File: src/verilog/cmdd_pkg.sv
`default_nettype none
package cmdd_pkg;

  // ------------------------------------------------------------
  // Register map (byte addresses on the APB)
  // ------------------------------------------------------------
  localparam logic [7:0] CMDD_CTRL_OFFS = 8'h00;
  localparam logic [7:0] CMDD_ISTS_OFFS = 8'h04;
  localparam logic [7:0] CMDD_IMSK_OFFS = 8'h08;
  localparam logic [7:0] CMDD_DCO_OFFS = 8'h0C;

  // ------------------------------------------------------------
  // Control register bit positions
  // ------------------------------------------------------------
  localparam int CTRL_IRQ_EN_BIT = 7;
  localparam int CTRL_FLAG_BIT = 6;
  localparam int CTRL_MON_EN_BIT = 5;
  localparam int CTRL_CS_BIT = 4;
  localparam int CTRL_INT_ON_BIT = 3;
  localparam int CTRL_INT_ST_BIT = 2;
  localparam int CTRL_EXT_ON_BIT = 1;
  localparam int CTRL_EXT_ST_BIT = 0;

  // ------------------------------------------------------------
  // Interrupt status bits and field positions
  // ------------------------------------------------------------
  localparam int ISTS_FLAG_BIT = 0;
  localparam int ISTS_INT_OFF_BIT = 1;
  localparam int ISTS_EXT_OFF_BIT = 2;
  localparam int DCO_DIV_POS = 8;

  // ------------------------------------------------------------
  // Reset values, divider limit and inactivity miss limit
  // ------------------------------------------------------------
  localparam logic [7:0] CTRL_RST = 8'h08;
  localparam logic [7:0] STAGE_RST = 8'h80;
  localparam logic [3:0] DIV_RST = 4'h0;
  localparam logic [3:0] DIV_MAX_EFF = 4'h9;
  localparam logic [1:0] MISS_LIMIT = 2'h2;

  // Synchroniser lanes of the pin inputs
  localparam int PIN_INT_BASE = 0;
  localparam int PIN_EXT_REF = 1;
  localparam int PIN_EXT_CLK = 2;
  localparam int PIN_INT_REF = 3;

endpackage : cmdd_pkg
`default_nettype wire

File: src/verilog/cmdd_top.sv
// Notes on behaviour
// - Monitor enable sets only with both generators on and both stable.
// - Monitor interrupt enable cannot set while monitor enable is clear.
// - Monitor flag is readable at control bit 6.
// - Control bits 7..0: irq en, flag, mon en, select, on/stable pairs.
// - Flag clears by writing zero after a read saw it set.
// - Monitor enable stays set when a clock later loses stability.
// - On inactivity the dead clock is deselected for both clock muxes.
// - Internal period is set by stage and divider control only.
// - Divider divides by two to the divider code, codes above 9 as 9.
// - Up to code 9, each divider increment doubles the period, decrement halves it.
// - Divider moves only on carry or borrow of the stage control.
// - Clock select set picks external clock, clear picks internal.
// - Inactive after two ref low phases without edge; edge clears it.
`timescale 1ns/1ns
`default_nettype none
module cmdd_top
(
  // Clock and reset
  input wire logic SYS_CLK_IN,
  input wire logic RESET_N_IN,
  // APB slave
  input wire logic PSEL_IN,
  input wire logic PENABLE_IN,
  input wire logic PWRITE_IN,
  input wire logic [7:0] PADDR_IN,
  input wire logic [31:0] PWDATA_IN,
  output logic [31:0] PRDATA_OUT,
  output logic PREADY_OUT,
  output logic PSLVERR_OUT,
  // Activity pins from the clock generators
  input wire logic INT_BASE_IN,
  input wire logic EXT_REF_IN,
  input wire logic EXT_CLK_IN,
  input wire logic INT_REF_IN,
  input wire logic INTERNAL_STABLE_IN,
  input wire logic EXTERNAL_STABLE_IN,
  // Loop filter steps
  input wire logic LF_ADD_IN,
  input wire logic LF_SUB_IN,
  input wire logic [7:0] LF_STEP_IN,
  // Clock generator controls
  output logic INTERNAL_GEN_ON_OUT,
  output logic EXTERNAL_GEN_ON_OUT,
  output logic OSC_SEL_EXT_OUT,
  output logic TIMEBASE_SEL_EXT_OUT,
  output logic [7:0] STAGE_CONTROL_OUT,
  output logic [3:0] DIVIDER_CONTROL_OUT,
  output logic DCO_TICK_OUT,
  // Interrupts
  output logic MONITOR_IRQ_OUT,
  output logic IRQ_OUT
);
  import cmdd_pkg::*;

  // ------------------------------------------------------------
  // State
  // ------------------------------------------------------------
  typedef struct packed {
    logic [7:0] ctrl;
    logic flag_armed;
    logic [2:0] ists;
    logic [2:0] imsk;
    logic [3:0] s1;
    logic [3:0] s2;
    logic [3:0] s3;
    logic [3:0] flt;
    logic [3:0] idet;
    logic [3:0] edet;
    logic [7:0] stage;
    logic [3:0] div;
    logic [8:0] div_cnt;
    logic tick;
    logic osc_sel;
    logic tb_sel;
    logic mon_irq;
    logic irq;
    logic pready;
    logic pslverr;
    logic [31:0] prdata;
  } cmdd_state_t;

  cmdd_state_t st_ff;
  cmdd_state_t nxt_st;

  // ------------------------------------------------------------
  // Activity detector step
  // ------------------------------------------------------------
  // Packing of cur: {inactive, miss[1:0], seen}
  function automatic logic [3:0] cmdd_det_step(input logic mon_fall,
    input logic ref_low, input logic ref_rise, input logic [3:0] cur);
    logic inact;
    logic [1:0] miss;
    logic seen;
    inact = cur[3];
    miss = cur[2:1];
    seen = cur[0];
    if (mon_fall && ref_low)
    begin
      inact = 1'b0;
      miss = 2'h0;
      seen = 1'b1;
    end
    else if (ref_rise)
    begin
      // End of a reference low phase: count it if it held no edge
      if (seen)
        miss = 2'h0;
      else if (miss != MISS_LIMIT)
        miss = miss + 2'h1;
      inact = inact | (miss == MISS_LIMIT);
      seen = 1'b0;
    end
    return {inact, miss, seen};
  endfunction : cmdd_det_step

  // Divider terminal count: 2**code - 1, codes above 9 behave as 9
  function automatic logic [8:0] cmdd_div_limit(input logic [3:0] code);
    logic [3:0] eff;
    eff = (code > DIV_MAX_EFF) ? DIV_MAX_EFF : code;
    return (9'h001 << eff) - 9'h001;
  endfunction : cmdd_div_limit

  // ------------------------------------------------------------
  // Next state
  // ------------------------------------------------------------
  always_comb
  begin
    logic [3:0] fall;
    logic [3:0] rise;
    logic acc;
    logic done;
    logic wr_ctrl;
    logic [7:0] w;
    logic [7:0] c;
    logic both_on;
    logic hit;
    logic [31:0] rdata;
    logic [8:0] sum;
    logic [2:0] ev;
    logic i_off;
    logic e_off;
    fall = 4'h0;
    rise = 4'h0;
    rdata = 32'h0;
    sum = 9'h000;
    nxt_st = st_ff;
    // Bus decode and current control value, settled before any use
    ev = 3'h0;
    i_off = st_ff.idet[3];
    e_off = st_ff.edet[3];
    c = st_ff.ctrl;
    w = PWDATA_IN[7:0];
    both_on = c[CTRL_INT_ON_BIT] && c[CTRL_EXT_ON_BIT];
    acc = PSEL_IN && PENABLE_IN;
    done = acc && st_ff.pready;
    wr_ctrl = done && PWRITE_IN && (PADDR_IN == CMDD_CTRL_OFFS);
    hit = (PADDR_IN == CMDD_CTRL_OFFS) || (PADDR_IN == CMDD_ISTS_OFFS) ||
      (PADDR_IN == CMDD_IMSK_OFFS) || (PADDR_IN == CMDD_DCO_OFFS);

    // Pins pass three flops; a level counts once stages two and three agree
    nxt_st.s1 = {INT_REF_IN, EXT_CLK_IN, EXT_REF_IN, INT_BASE_IN};
    nxt_st.s2 = st_ff.s1;
    nxt_st.s3 = st_ff.s2;
    for (int i = 0; i < 4; i++)
    begin
      if (st_ff.s2[i] == st_ff.s3[i])
        nxt_st.flt[i] = st_ff.s3[i];
    end
    fall = st_ff.flt & ~nxt_st.flt;
    rise = ~st_ff.flt & nxt_st.flt;

    // Each clock is checked against the other side's reference
    nxt_st.idet = cmdd_det_step(fall[PIN_INT_BASE], !st_ff.flt[PIN_EXT_REF],
      rise[PIN_EXT_REF], st_ff.idet);
    nxt_st.edet = cmdd_det_step(fall[PIN_EXT_CLK], !st_ff.flt[PIN_INT_REF],
      rise[PIN_INT_REF], st_ff.edet);

    // APB: access phase lasts two cycles, pready comes from a flop
    unique case (PADDR_IN)
      CMDD_CTRL_OFFS: rdata = {24'h0, st_ff.ctrl};
      CMDD_ISTS_OFFS: rdata = {29'h0, st_ff.ists};
      CMDD_IMSK_OFFS: rdata = {29'h0, st_ff.imsk};
      CMDD_DCO_OFFS: rdata = {20'h0, st_ff.div, st_ff.stage};
      default: rdata = 32'h0;
    endcase
    nxt_st.pready = acc && !st_ff.pready;
    nxt_st.pslverr = acc && !st_ff.pready && !hit;
    nxt_st.prdata = (acc && !st_ff.pready && !PWRITE_IN) ? rdata : 32'h0;

    // Control register write with its interlocks
    if (wr_ctrl)
    begin
      // Interrupt enable needs monitor enable already set
      nxt_st.ctrl[CTRL_IRQ_EN_BIT] = w[CTRL_IRQ_EN_BIT] &&
        c[CTRL_MON_EN_BIT];
      if (!w[CTRL_MON_EN_BIT])
      begin
        nxt_st.ctrl[CTRL_MON_EN_BIT] = 1'b0;
        nxt_st.ctrl[CTRL_IRQ_EN_BIT] = 1'b0;
      end
      else if (both_on && c[CTRL_INT_ST_BIT] && c[CTRL_EXT_ST_BIT])
        nxt_st.ctrl[CTRL_MON_EN_BIT] = 1'b1;
      // Select moves only to a running, stable clock
      if (both_on && (w[CTRL_CS_BIT] ? c[CTRL_EXT_ST_BIT] :
        c[CTRL_INT_ST_BIT]))
        nxt_st.ctrl[CTRL_CS_BIT] = w[CTRL_CS_BIT];
      // The selected generator cannot be switched off under its own clock
      nxt_st.ctrl[CTRL_INT_ON_BIT] = w[CTRL_INT_ON_BIT] || !c[CTRL_CS_BIT];
      nxt_st.ctrl[CTRL_EXT_ON_BIT] = w[CTRL_EXT_ON_BIT] || c[CTRL_CS_BIT];
      // Writing one leaves the flag; zero clears it only after a read
      if (!w[CTRL_FLAG_BIT] && st_ff.flag_armed)
      begin
        nxt_st.ctrl[CTRL_FLAG_BIT] = 1'b0;
        nxt_st.flag_armed = 1'b0;
      end
    end
    if (done && !PWRITE_IN && (PADDR_IN == CMDD_CTRL_OFFS) &&
      c[CTRL_FLAG_BIT])
      nxt_st.flag_armed = 1'b1;

    // Inactivity while monitoring sets the flag; set beats a clear
    if (c[CTRL_MON_EN_BIT] && (i_off || e_off))
      nxt_st.ctrl[CTRL_FLAG_BIT] = 1'b1;

    // Fall back to the live clock; this beats a select write
    if (c[CTRL_MON_EN_BIT] && e_off && !i_off)
      nxt_st.ctrl[CTRL_CS_BIT] = 1'b0;
    if (c[CTRL_MON_EN_BIT] && i_off && !e_off)
      nxt_st.ctrl[CTRL_CS_BIT] = 1'b1;

    // Stable bits follow the generators live; monitor enable and select writes check them
    nxt_st.ctrl[CTRL_INT_ST_BIT] = INTERNAL_STABLE_IN &&
      nxt_st.ctrl[CTRL_INT_ON_BIT] && !nxt_st.idet[3];
    nxt_st.ctrl[CTRL_EXT_ST_BIT] = EXTERNAL_STABLE_IN &&
      nxt_st.ctrl[CTRL_EXT_ON_BIT] && !nxt_st.edet[3];

    // Clock muxes: timebase follows the external on bit unless forced
    nxt_st.osc_sel = nxt_st.ctrl[CTRL_CS_BIT];
    nxt_st.tb_sel = nxt_st.ctrl[CTRL_EXT_ON_BIT];
    if (c[CTRL_MON_EN_BIT] && e_off)
      nxt_st.tb_sel = 1'b0;
    else if (c[CTRL_MON_EN_BIT] && i_off)
      nxt_st.tb_sel = 1'b1;

    // Sticky event status, write one to clear, new events win
    ev[ISTS_FLAG_BIT] = nxt_st.ctrl[CTRL_FLAG_BIT] && !c[CTRL_FLAG_BIT];
    ev[ISTS_INT_OFF_BIT] = nxt_st.idet[3] && !i_off;
    ev[ISTS_EXT_OFF_BIT] = nxt_st.edet[3] && !e_off;
    if (done && PWRITE_IN && (PADDR_IN == CMDD_ISTS_OFFS))
      nxt_st.ists = st_ff.ists & ~PWDATA_IN[2:0];
    if (done && PWRITE_IN && (PADDR_IN == CMDD_IMSK_OFFS))
      nxt_st.imsk = PWDATA_IN[2:0];
    nxt_st.ists = nxt_st.ists | ev;
    nxt_st.irq = |(nxt_st.ists & nxt_st.imsk);
    nxt_st.mon_irq = nxt_st.ctrl[CTRL_FLAG_BIT] &&
      nxt_st.ctrl[CTRL_IRQ_EN_BIT];

    // Loop filter moves the stage; divider follows carry and borrow only
    if (LF_ADD_IN)
    begin
      sum = {1'b0, st_ff.stage} + {1'b0, LF_STEP_IN};
      nxt_st.stage = sum[7:0];
      if (sum[8] && (st_ff.div != 4'hF))
        nxt_st.div = st_ff.div + 4'h1;
    end
    else if (LF_SUB_IN)
    begin
      sum = {1'b0, st_ff.stage} - {1'b0, LF_STEP_IN};
      nxt_st.stage = sum[7:0];
      if (sum[8] && (st_ff.div != 4'h0))
        nxt_st.div = st_ff.div - 4'h1;
    end

    // Binary weighted divider: one tick per 2**code cycles, codes above 9 as 9
    if (st_ff.div_cnt >= cmdd_div_limit(st_ff.div))
    begin
      nxt_st.div_cnt = 9'h000;
      nxt_st.tick = 1'b1;
    end
    else
    begin
      nxt_st.div_cnt = st_ff.div_cnt + 9'h001;
      nxt_st.tick = 1'b0;
    end
  end

  // ------------------------------------------------------------
  // State register
  // ------------------------------------------------------------
  // Synchronous reset; only constants are loaded
  always_ff @(posedge SYS_CLK_IN)
  begin
    if (!RESET_N_IN)
    begin
      st_ff <= '0;
      st_ff.ctrl <= CTRL_RST;
      st_ff.stage <= STAGE_RST;
      st_ff.div <= DIV_RST;
    end
    else
      st_ff <= nxt_st;
  end

  // Outputs straight from flops
  assign PRDATA_OUT = st_ff.prdata;
  assign PREADY_OUT = st_ff.pready;
  assign PSLVERR_OUT = st_ff.pslverr;
  assign INTERNAL_GEN_ON_OUT = st_ff.ctrl[CTRL_INT_ON_BIT];
  assign EXTERNAL_GEN_ON_OUT = st_ff.ctrl[CTRL_EXT_ON_BIT];
  assign OSC_SEL_EXT_OUT = st_ff.osc_sel;
  assign TIMEBASE_SEL_EXT_OUT = st_ff.tb_sel;
  assign STAGE_CONTROL_OUT = st_ff.stage;
  assign DIVIDER_CONTROL_OUT = st_ff.div;
  assign DCO_TICK_OUT = st_ff.tick;
  assign MONITOR_IRQ_OUT = st_ff.mon_irq;
  assign IRQ_OUT = st_ff.irq;

  // ------------------------------------------------------------
  // Assertions
  // ------------------------------------------------------------
  a_mon_en_guard:
    assert property (@(posedge SYS_CLK_IN) disable iff (!RESET_N_IN)
      $rose(st_ff.ctrl[CTRL_MON_EN_BIT]) |->
      $past(st_ff.ctrl[CTRL_INT_ST_BIT]) &&
      $past(st_ff.ctrl[CTRL_EXT_ST_BIT]))
    else $error("monitor enable set without both clocks stable");

  a_irq_en_needs_mon:
    assert property (@(posedge SYS_CLK_IN) disable iff (!RESET_N_IN)
      $rose(st_ff.ctrl[CTRL_IRQ_EN_BIT]) |->
      $past(st_ff.ctrl[CTRL_MON_EN_BIT]))
    else $error("irq enable set while monitor was off");

  a_flag_clear_cause:
    assert property (@(posedge SYS_CLK_IN) disable iff (!RESET_N_IN)
      $fell(st_ff.ctrl[CTRL_FLAG_BIT]) |->
      $past(st_ff.flag_armed && PWRITE_IN && !PWDATA_IN[CTRL_FLAG_BIT]))
    else $error("monitor flag cleared without read then zero write");

  a_mon_en_sticky:
    assert property (@(posedge SYS_CLK_IN) disable iff (!RESET_N_IN)
      $fell(st_ff.ctrl[CTRL_MON_EN_BIT]) |->
      $past(PSEL_IN && PENABLE_IN && st_ff.pready && PWRITE_IN))
    else $error("monitor enable dropped without a write");

  a_fallback_int:
    assert property (@(posedge SYS_CLK_IN) disable iff (!RESET_N_IN)
      st_ff.ctrl[CTRL_MON_EN_BIT] && st_ff.edet[3] && !st_ff.idet[3]
      |=> !st_ff.ctrl[CTRL_CS_BIT] && !TIMEBASE_SEL_EXT_OUT
      ##1 !OSC_SEL_EXT_OUT)
    else $error("dead external clock stayed selected");

  a_flag_sets_irq:
    assert property (@(posedge SYS_CLK_IN) disable iff (!RESET_N_IN)
      st_ff.ctrl[CTRL_MON_EN_BIT] && st_ff.idet[3]
      |=> st_ff.ctrl[CTRL_FLAG_BIT] &&
      (MONITOR_IRQ_OUT == st_ff.ctrl[CTRL_IRQ_EN_BIT]))
    else $error("inactivity did not raise flag and irq");

  a_div_on_carry:
    assert property (@(posedge SYS_CLK_IN) disable iff (!RESET_N_IN)
      $changed(st_ff.div) |->
      $past(LF_ADD_IN || LF_SUB_IN) && $changed(st_ff.stage))
    else $error("divider moved without stage carry or borrow");

  a_div_zero_tick:
    assert property (@(posedge SYS_CLK_IN) disable iff (!RESET_N_IN)
      (st_ff.div == 4'h0) [*3] |-> DCO_TICK_OUT)
    else $error("divide by one missed a tick");

  a_inact_clear:
    assert property (@(posedge SYS_CLK_IN) disable iff (!RESET_N_IN)
      $fell(st_ff.flt[PIN_INT_BASE]) && !$past(st_ff.flt[PIN_EXT_REF])
      |-> !st_ff.idet[3])
    else $error("internal inactive held after a seen edge");

endmodule : cmdd_top
`default_nettype wire
File: config.mk
export PLATFORM = sky130hd
export DESIGN_NAME = cmdd_top
export DESIGN_NICKNAME = d
export VERILOG_FILES = /design/src/verilog/cmdd_pkg.sv /design/src/verilog/cmdd_top.sv
export SDC_FILE = /design/constraint.sdc
export NUM_CORES = 1
export LEC_CHECK = 0
export ABC_AREA = 0
export BUFFER_PORTS_ARGS = -buffer_cell sky130_fd_sc_hd__buf_2
export CAP_MARGIN = 20
export CORE_MARGIN = 4
export CORE_UTILIZATION = 49
export DETAILED_ROUTE_END_ITERATION = 8
export MAX_ROUTING_LAYER = met4
export PLACE_DENSITY = 0.77
export SYNTH_ARGS = -nofsm -noshare
export SYNTH_HDL_FRONTEND = slang
export SYNTH_SLANG_ARGS = --single-unit
File: constraint.sdc
create_clock -name SYS_CLK_IN -period 2.7 [get_ports SYS_CLK_IN]
set_clock_uncertainty 0.1 [all_clocks]
set_input_delay 0 -clock SYS_CLK_IN [delete_from_list [all_inputs] [get_ports SYS_CLK_IN]]
set_output_delay 0 -clock SYS_CLK_IN [all_outputs]
set_load 0.02 [all_outputs]
# Yosys cells after proc, flatten, opt, wreduce, memory -nomap -nowiden
# Index checks and enable logic that the tools add are counted.
# Widths: inputs -> output; s select.
totals:
  n_memories: 0
  mem_bits_rw: 0
  reg_bits: 99
  output_inout_bits: 53
  latchBits: 0
  mem_bits_ro: 0
op_classes:
  n_eq_ne: 14
  reduce_logical: 70
  bitwise: 11
  order_cmp: 2
  mul: 0
  shift: 1
  div_mod_pow: 0
  muxes: 44
  addsub: 8
op_table:
  columns: ["cell", "count"]
  rows:
  - ["$pmux 12 s4", 1]
  - ["$logic_and 1x1->1", 35]
  - ["$mux 1", 27]
  - ["$mux 12", 2]
  - ["$eq 8x4->1 const B", 2]
  - ["$mux 2", 8]
  - ["$logic_not 1->1", 12]
  - ["$mux 4", 3]
  - ["$reduce_bool 2->1", 6]
  - ["$add 8x8->9", 1]
  - ["$add 9x1->9 const B", 1]
  - ["$and 3x3->3", 3]
  - ["$ge 9x9->1", 1]
  - ["$shl 1x4->9 const A", 1]
  - ["$sub 8x8->9", 1]
  - ["$sub 9x1->9 const B", 1]
  - ["$eq 8x3->1 const B", 1]
  - ["$logic_not 8->1", 1]
  - ["$reduce_or 2->1", 4]
  - ["$logic_or 1x1->1", 6]
  - ["$mux 3", 2]
  - ["$not 3->3", 2]
  - ["$reduce_and 2->1", 3]
  - ["$mux 5", 1]
  - ["17 further kinds", 25]

# Logic depth before layout (Yosys ltp)
# Gate-level depths: netlist (run 1).
depth:
  depth_word: 14
  depth_mapped: 14
  ltp_nobuf: 12

# Worst setup path before layout (run 1)
# No wires, ideal clock.
synth_timing:
  kind: "reg2reg"
  from: "register st_ff, in the netlist DIVIDER_CONTROL_OUT[0]"
  to: "register st_ff, in the netlist DCO_TICK_OUT"
  setup_slack_ns: -0.260
  path_stages_with_launch: 12
  synth_period_minus_slack_ns: 2.960
  setup_time_ns: 0.061
  t_required_ns: 2.539
  t_arrival_ns: 2.799
  n_path_buf: 2
  path_cell_list: "dfxtp_1 > buf_6 > or4_4 > ha_1 > clkbuf_1 > nor3_1 > a21o_1 > a32oi_1 > ha_1 > nand3_1 > o31ai_2 > and3_1"
synth_via:
  elab_chain_cells: 6
synth_rtl:
  columns: ["element", "line_no", "source"]
  rows:
  - ["start, declared", "cmdd_top.sv:83", "cmdd_state_t st_ff;"]
  - ["start signal, assigned", "cmdd_top.sv:302", "st_ff <= nxt_st;"]
  - ["$gt 4x4->1", "cmdd_top.sv:120", "eff = (code > DIV_MAX_EFF) ? DIV_MAX_EFF : code;"]
  - ["$mux 4 *", "cmdd_top.sv:120", null]
  - ["$shl 1x4->9 *", "cmdd_top.sv:121", "return (9'h001 << eff) - 9'h001;"]
  - ["$sub 9x1->9 *", "cmdd_top.sv:121", null]
  - ["$ge 9x9->1 *", "cmdd_top.sv:276", "if (st_ff.div_cnt >= cmdd_div_limit(st_ff.div))"]
  - ["$mux 1 *", "cmdd_top.sv:276", null]
# Mark *: on every way between the ends. The rest lies on a longest branch, timed or not.
# A chain may end at the register's enable or synchronous reset.

# Worst setup path in the final report (run 1)
layout_timing:
  from: "register st_ff, in the netlist DIVIDER_CONTROL_OUT[2]"
  to: "register st_ff[40] (netlist name)"
layout_via:
  elab_chain_cells: 6
layout_rtl:
  columns: ["element", "line_no"]
  rows:
  - ["$gt 4x4->1", "cmdd_top.sv:120"]
  - ["$mux 4 *", "cmdd_top.sv:120"]
  - ["$shl 1x4->9 *", "cmdd_top.sv:121"]
  - ["$sub 9x1->9 *", "cmdd_top.sv:121"]
  - ["$ge 9x9->1 *", "cmdd_top.sv:276"]
  - ["$reduce_or 2->1 (no source line) *", null]
# Marks and branches as above.

==> results of run 1 <==
## routing by layer
| layer | global-route usage [%] | share of wire [%] |
|---|---|---|
| met5 | - | 0 |
| met4 | 6.09 | 1.4 |
| met3 | 4.76 | 6.5 |
| met2 | 32.8 | 49 |
| met1 | 25.3 | 43 |
## tightest hold or removal path, cell delays in order
cell and delay (ns):
buf_2 0.10, nand2b_1 0.11, o21ai_0 0.10, a21oi_1 0.14
## final timing paths
path                                              from          to  cells past startpoint
worst min-delay path                      PWDATA_IN[6]   st_ff[97]                      4
worst max register to register  DIVIDER_CONTROL_OUT[2]   st_ff[40]                     12
worst min register to register              nxt_st[77]  nxt_st[73]                      1
worst max-delay path            DIVIDER_CONTROL_OUT[2]   st_ff[40]                     12
## report_power, final
part           total [mW]  internal (mW)  switching, mW
clock network       0.877          0.430          0.446
logic                1.45          0.616          0.835
registers            1.31           1.22         0.0895
total                3.64           2.27           1.37
## cell usage after synthesis (4+ instances only)
library cell	n	area share, %
a21oi_1	32	3.5
nor2_1	41	3.3
or3_1	7	0.95
buf_2	4	0.43
nor2b_1	6	0.81
clkbuf_1	13	1.1
inv_1	34	2.8
xor2_1	8	1.5
and3_1	7	0.95
xnor2_1	5	0.95
nor3_1	12	1.3
buf_4	44	7.2
nand2_1	31	2.5
nand3_1	9	0.98
nor3b_1	5	0.81
nand4_1	6	0.81
ha_1	31	8.4
o21a_1	5	0.81
and2_1	19	2.6
mux2i_1	7	1.5
dfxtp_1	78	34
a211oi_1	18	2.9
o21ai_0	14	1.5
nand2b_1	9	1.2
a22oi_1	7	1.1
## final cells by class
class	instances	area [sq um]	area share (%)
Clock inverter	5	60.1	1.12
Sequential cell	78	1560	29.1
Clock buffer	11	131	2.44
Multi-Input combinational cell	368	2690	50.0
Timing Repair Buffer	103	658	12.2
Tap cell	111	139	2.58
Inverter	36	135	2.51
## cell families (layout without fill, tap and decap cells)
kind of cell	after synthesis	in the layout	share of synthesized area, %
xor+xnor	13	13	2.47
flops	78	78	33.8
compound gates	115	116	17.5
buf+inv	101	155	12.2
other cells	1	20	0.0812
simple gates	173	173	20.7
mux	12	12	3.47
fa+ha+maj	34	34	9.70
## per-stage QoR
stage	hold WS [ns]	worst slack [ns]	std cells
finish	0.0363	-0.0880	712
detailed placement	0.109	-0.182	671
global route	0.0600	-0.204	712
floorplan	0.0208	-0.192	546
global placement	0.105	-0.00611	671
CTS	0.00813	-0.0114	712
## layout by cell type, fill, tap and decap left out, drive strengths merged, types with 4 or more instances in the layout
cell type    Yosys  final
nor3            12     12
mux2i            7      7
clkbuf          14     11
nand3            9      9
nor3b            5      5
a211oi          18     18
buf             51     80
and3             7      7
nor2b            7      7
o31ai            3      4
a21oi           33     33
nand2           31     31
nand2b           9      9
xnor2            5      5
o21ai           14     14
conb             1     20
and2            19     19
clkinv           1      4
or3              7      7
a22oi            7      7
ha              31     31
xor2             8      8
nor2            41     41
o21a             5      5
dfxtp           78     78
a221oi           4      4
nand4            7      7
inv             35     35
dlygate4sd3      0     23
## flip-flops by register name (all words and copies together), names as in the netlist, 4 cells and up
signal,cells
st_ff,38
PRDATA_OUT,12
STAGE_CONTROL_OUT,8
nxt_st,8
DIVIDER_CONTROL_OUT,4
## repair_timing
item	in CTS	in global routing
resized for setup	3	12
hold buffers	23	0
gates cloned	1	0
hold endpoints to repair	28	0
buffers inserted	1	0
endpoints found under the setup margin	10	10
pin swaps	12	5
==> metrics.txt, run 1 <==
pwr dens=678 nW/um^2; synthesized instance count=527; post-route setup TNS=-0.687 ns; VDD IR-drop max=0.537 mV; total core area=9200 sq um; clock sinks=78; Cell variety after synth=69; Post-Syn Area per Cell=8.76 sq um; drt first pass iters=4; # H-tree levels=3; crit path cell chain=or4_4 -> ha_4 -> nor3_2 -> a21o_1 -> a32oi_1 -> ha_1 -> a21oi_2 -> o22ai_2 -> nor3_2 -> buf_4 -> o31ai_4 -> a211oi_2; antenna diode count=0; Syn Std Cell Area=4620 sq um; Final WS setup=-0.0880 ns; area grow syn2layout=16.4%; share of cells above drive strength 1=22.1%; fill count=833; Max Clock Freq=359 MHz; Critical-path top delay cell=or4_4; I/O pins=114; Critical Path RT=2.87 ns; CTS Root Cell=clkbuf_8; Synth Register Bits=78; design area=5370 sq um; failing checks=setup timing; Initial Util=50.2%; cts bufs inserted=9; Critical Path Fanout Max=5; yosys warns=0; kind of critical path=reg -> reg; CP Capture Type=flip-flop; largest net degree at the start of global routing=35; pin slew with the least headroom to its limit=0.641 ns; CTS tree=done; Longest Clk Path Bufs=2; row count=35; die width=105 microns; DIE AREA=11000 sq um; DR iter-0 viols=192; Main synth FF type=dfxtp_1; crit start category=flip-flop; Post-synth ARST share=0%; clk slew on worst S/H paths=0.08 ns; initial antenna violation count=0; Detailed Place HPWL=7700 microns; Seq/Total Area, Yosys=33.8%; max_cap viols=0; post-layout util=58.4%; Max-slew headroom=56.7%; Post-synth EDFFs=0; vias in the first global route=3705; Vert. Die Dim=105 microns; setup violators final=10; fin crit period=2.79 ns; DRT Wirelength=10900 microns; period utilization=103%; first-pass GRT wire length=17800 microns; Post-DRT Antenna Nets=0; overall power=3.64 mW; Final #Nets=691; Worst R2R Setup Slack=-0.09 ns; Total GRT Usage=20.3%; most used cell, CP=nor3_2; leak pwr=2.34 nW; CP bufs+invs=1; unrepaired setup endpoints after global routing=true; Fin. Hold Viols=0; delay of the slowest critical-path stage=0.55 ns; Worst-Skew Late Latency=0.35 ns; routability cong.=0.890; Crit path max-delay family=compound AO/OA/AOI/OAI gates; dpl cell area=4860 sq um; remaining global-route overflow=0; final slew viol count=0; Via density=5.48; worst hold path type=in -> reg; outcome=finished, violations left; PortBufs=69; Vias=3904; WL/cell=15.4 microns; Post-route DRC=0; CP arrival=2.96 ns
Note: power is estimated with default switching activity, not from simulation.
==> run 2: changes to the inputs <==
==> constraint.sdc (replaced) <==
create_clock -name SYS_CLK_IN -period 2.7 [get_ports SYS_CLK_IN]
set_clock_uncertainty 0.1 [all_clocks]
set_input_delay 0.81 -clock SYS_CLK_IN [delete_from_list [all_inputs] [get_ports SYS_CLK_IN]]
set_output_delay 0.81 -clock SYS_CLK_IN [all_outputs]
set_load 0.02 [all_outputs]
==> run 2 against run 1 <==
The flow still finishes with violations (setup timing). Sequential power about the same. Worst setup slack got worse by 0.028 ns. Non-clock buffer count is 1 lower. Critical path depth stayed put. Cell count shrank 0.14%. Die area stayed put. Sequential cell count did not move. Total power grew 3.7%. First-iteration DRC count shrank 1.0%. Global-route usage is 0.13 points higher. Clock power increased by 7.5%. Via count decreased by 0.26%. Critical path type unchanged. Critical endpoint is now st_ff[43]. Largest power group unchanged.
==> metrics.txt, run 2 (synthesis gave the netlist of run 1 again) <==
Via density=5.48; Critical Path Fanout Max=6; routability cong.=0.928; I/O pins=114; RR Startpoint=DIVIDER_CONTROL_OUT[0]; CTS tree=done; pwr dens=709 nW/um^2; commonest non-fill, non-tap cells in the layout=77 x dfxtp_1, 69 x buf_2, 41 x nor2_1, 34 x inv_1, 33 x buf_4; Initial Util=50.2%; Total GRT Usage=20.4%; Fin. Hold Viols=0; fin crit period=2.82 ns; most flop-heavy register=st_ff; Hold Path End=nxt_st[74]; Detailed Place HPWL=7760 microns; CP Capture Type=flip-flop; Post-Layout Cell Count=711; clk slew on worst S/H paths=0.08 ns; VDD IR-drop max=0.559 mV; period utilization=104%; post-route setup TNS=-1.00 ns; Post-DRT Antenna Nets=0; antenna diode count=0; area grow syn2layout=15.4%; Longest Clk Path Bufs=2; Vias=3894; Vert. Die Dim=105 microns; Final #Nets=690; CTS Root Cell=clkbuf_8; final slew viol count=0; failing checks=setup timing; outcome=finished, violations left; WL/cell=14.8 microns; vias in the first global route=3850; leak pwr=2.37 nW; R2R cell count=12; Hold Path Depth=1; share of cells above drive strength 1=25.8%; pin slew with the least headroom to its limit=0.576 ns; worst hold path type=reg -> reg; kind of critical path=reg -> reg; DRT Wirelength=10500 microns; max_cap viols=0; cts bufs inserted=9; largest net degree at the start of global routing=35; Final WS setup=-0.116 ns; Worst-Skew Late Latency=0.36 ns; DP Cell Count=691; drt first pass iters=5; Worst R2R Setup Slack=-0.12 ns; Post-route DRC=0; unrepaired setup endpoints after global routing=true; remaining global-route overflow=0; number of flip-flops in the largest register=38; row count=35; pre-CTS setup slack=-0.160 ns; # H-tree levels=3; crit start category=flip-flop; die width=105 microns; initial antenna violation count=0; Critical Path RT=2.88 ns; CP arrival=2.99 ns; Max Clock Freq=355 MHz; DR iter-0 viols=190; RR Endpoint=st_ff[43]; setup violators final=10; PortBufs=69; DIE AREA=11000 sq um; worst hold start=nxt_st[78]; first-pass GRT wire length=18100 microns; commonest non-fill, non-tap cell in the layout=dfxtp_1; total core area=9200 sq um; clock sinks=78; Max-slew headroom=61.1%
==> run 2: cell count changes in the layout (fill, tap and decap cells not counted), moves of 2 or more <==
cell,before,now
a211oi_2,8,6
a211oi_1,10,12
clkbuf_1,2,0
clkbuf_8,9,11
buf_4,11,33
dlygate4sd3_1,23,0
==> run 2: per-stage QoR <==
step           hold slack [ns]  instance area [sq um]  power, mW  utilization, %
2_1_floorplan            0.312                   4740       2.35               -
3_5_place_dp             0.318                   5010       2.65            54.4
6_report                 0.338                   5330       3.78            57.9
4_1_cts                  0.339                   5280       3.72            57.5
5_1_grt                  0.371                   5330       4.03            57.9
3_3_place_gp             0.313                   5010       2.61            54.4
==> run 2: area by class of cell <==
cell class | count | area [sq um]
inverters | 36 | 136
repair buffers | 102 | 593
clock buffers | 11 | 151
flip-flops and latches | 78 | 1560
clock inverters | 5 | 65.1
well taps | 111 | 139
multi-input cells | 368 | 2680
fillers | 836 | 3870
==> run 2: worst max path at each step <==
stage	start	to	slack, ns	cells after the start
2_1_floorplan	DIVIDER_CONTROL_OUT[0]	DCO_TICK_OUT	-0.19	13
3_3_place_gp	LF_STEP_IN[0]	DIVIDER_CONTROL_OUT[1]	-0.11	10
3_5_place_dp	LF_STEP_IN[0]	DIVIDER_CONTROL_OUT[0]	-0.16	10
4_1_cts	DIVIDER_CONTROL_OUT[0]	st_ff[47]	-0.06	11
5_1_grt	DIVIDER_CONTROL_OUT[0]	st_ff[40]	-0.22	12
6_report	DIVIDER_CONTROL_OUT[0]	st_ff[43]	-0.12	12
==> run 2: critical path: stages (launching register included) <==
cell,delay (ns)
dfxtp_2,0.33
or4_4,0.55
ha_4,0.20
nor3_2,0.10
a21o_1,0.11
a32oi_2,0.10
ha_1,0.37
a21oi_2,0.16
o22ai_2,0.10
nor3_2,0.13
buf_4,0.17
o31ai_4,0.10
a211oi_1,0.22
==> run 2: report_power, final <==
part	total (mW)	internal, mW	switching [mW]
logic	1.53	0.693	0.833
registers	1.31	1.22	0.0834
clock network	0.943	0.486	0.457
total	3.78	2.40	1.37
==> run 2: layer usage <==
layer	global-route usage [%]	up-vias	share of wire (%)
met2	32.9	117	49
met4	7.69	0	1.3
met1	24.9	1822	44
li1	-	1942	-
met5	-	-	0
met3	4.82	13	5.7
==> run 2: what timing repair did <==
action	in CTS	in global routing
endpoints found under the setup margin	10	10
setup buffers	1	2
resized for setup	7	5
gates cloned	1	0
hold buffers	0	0
pin swaps	17	2
hold endpoints to repair	0	0
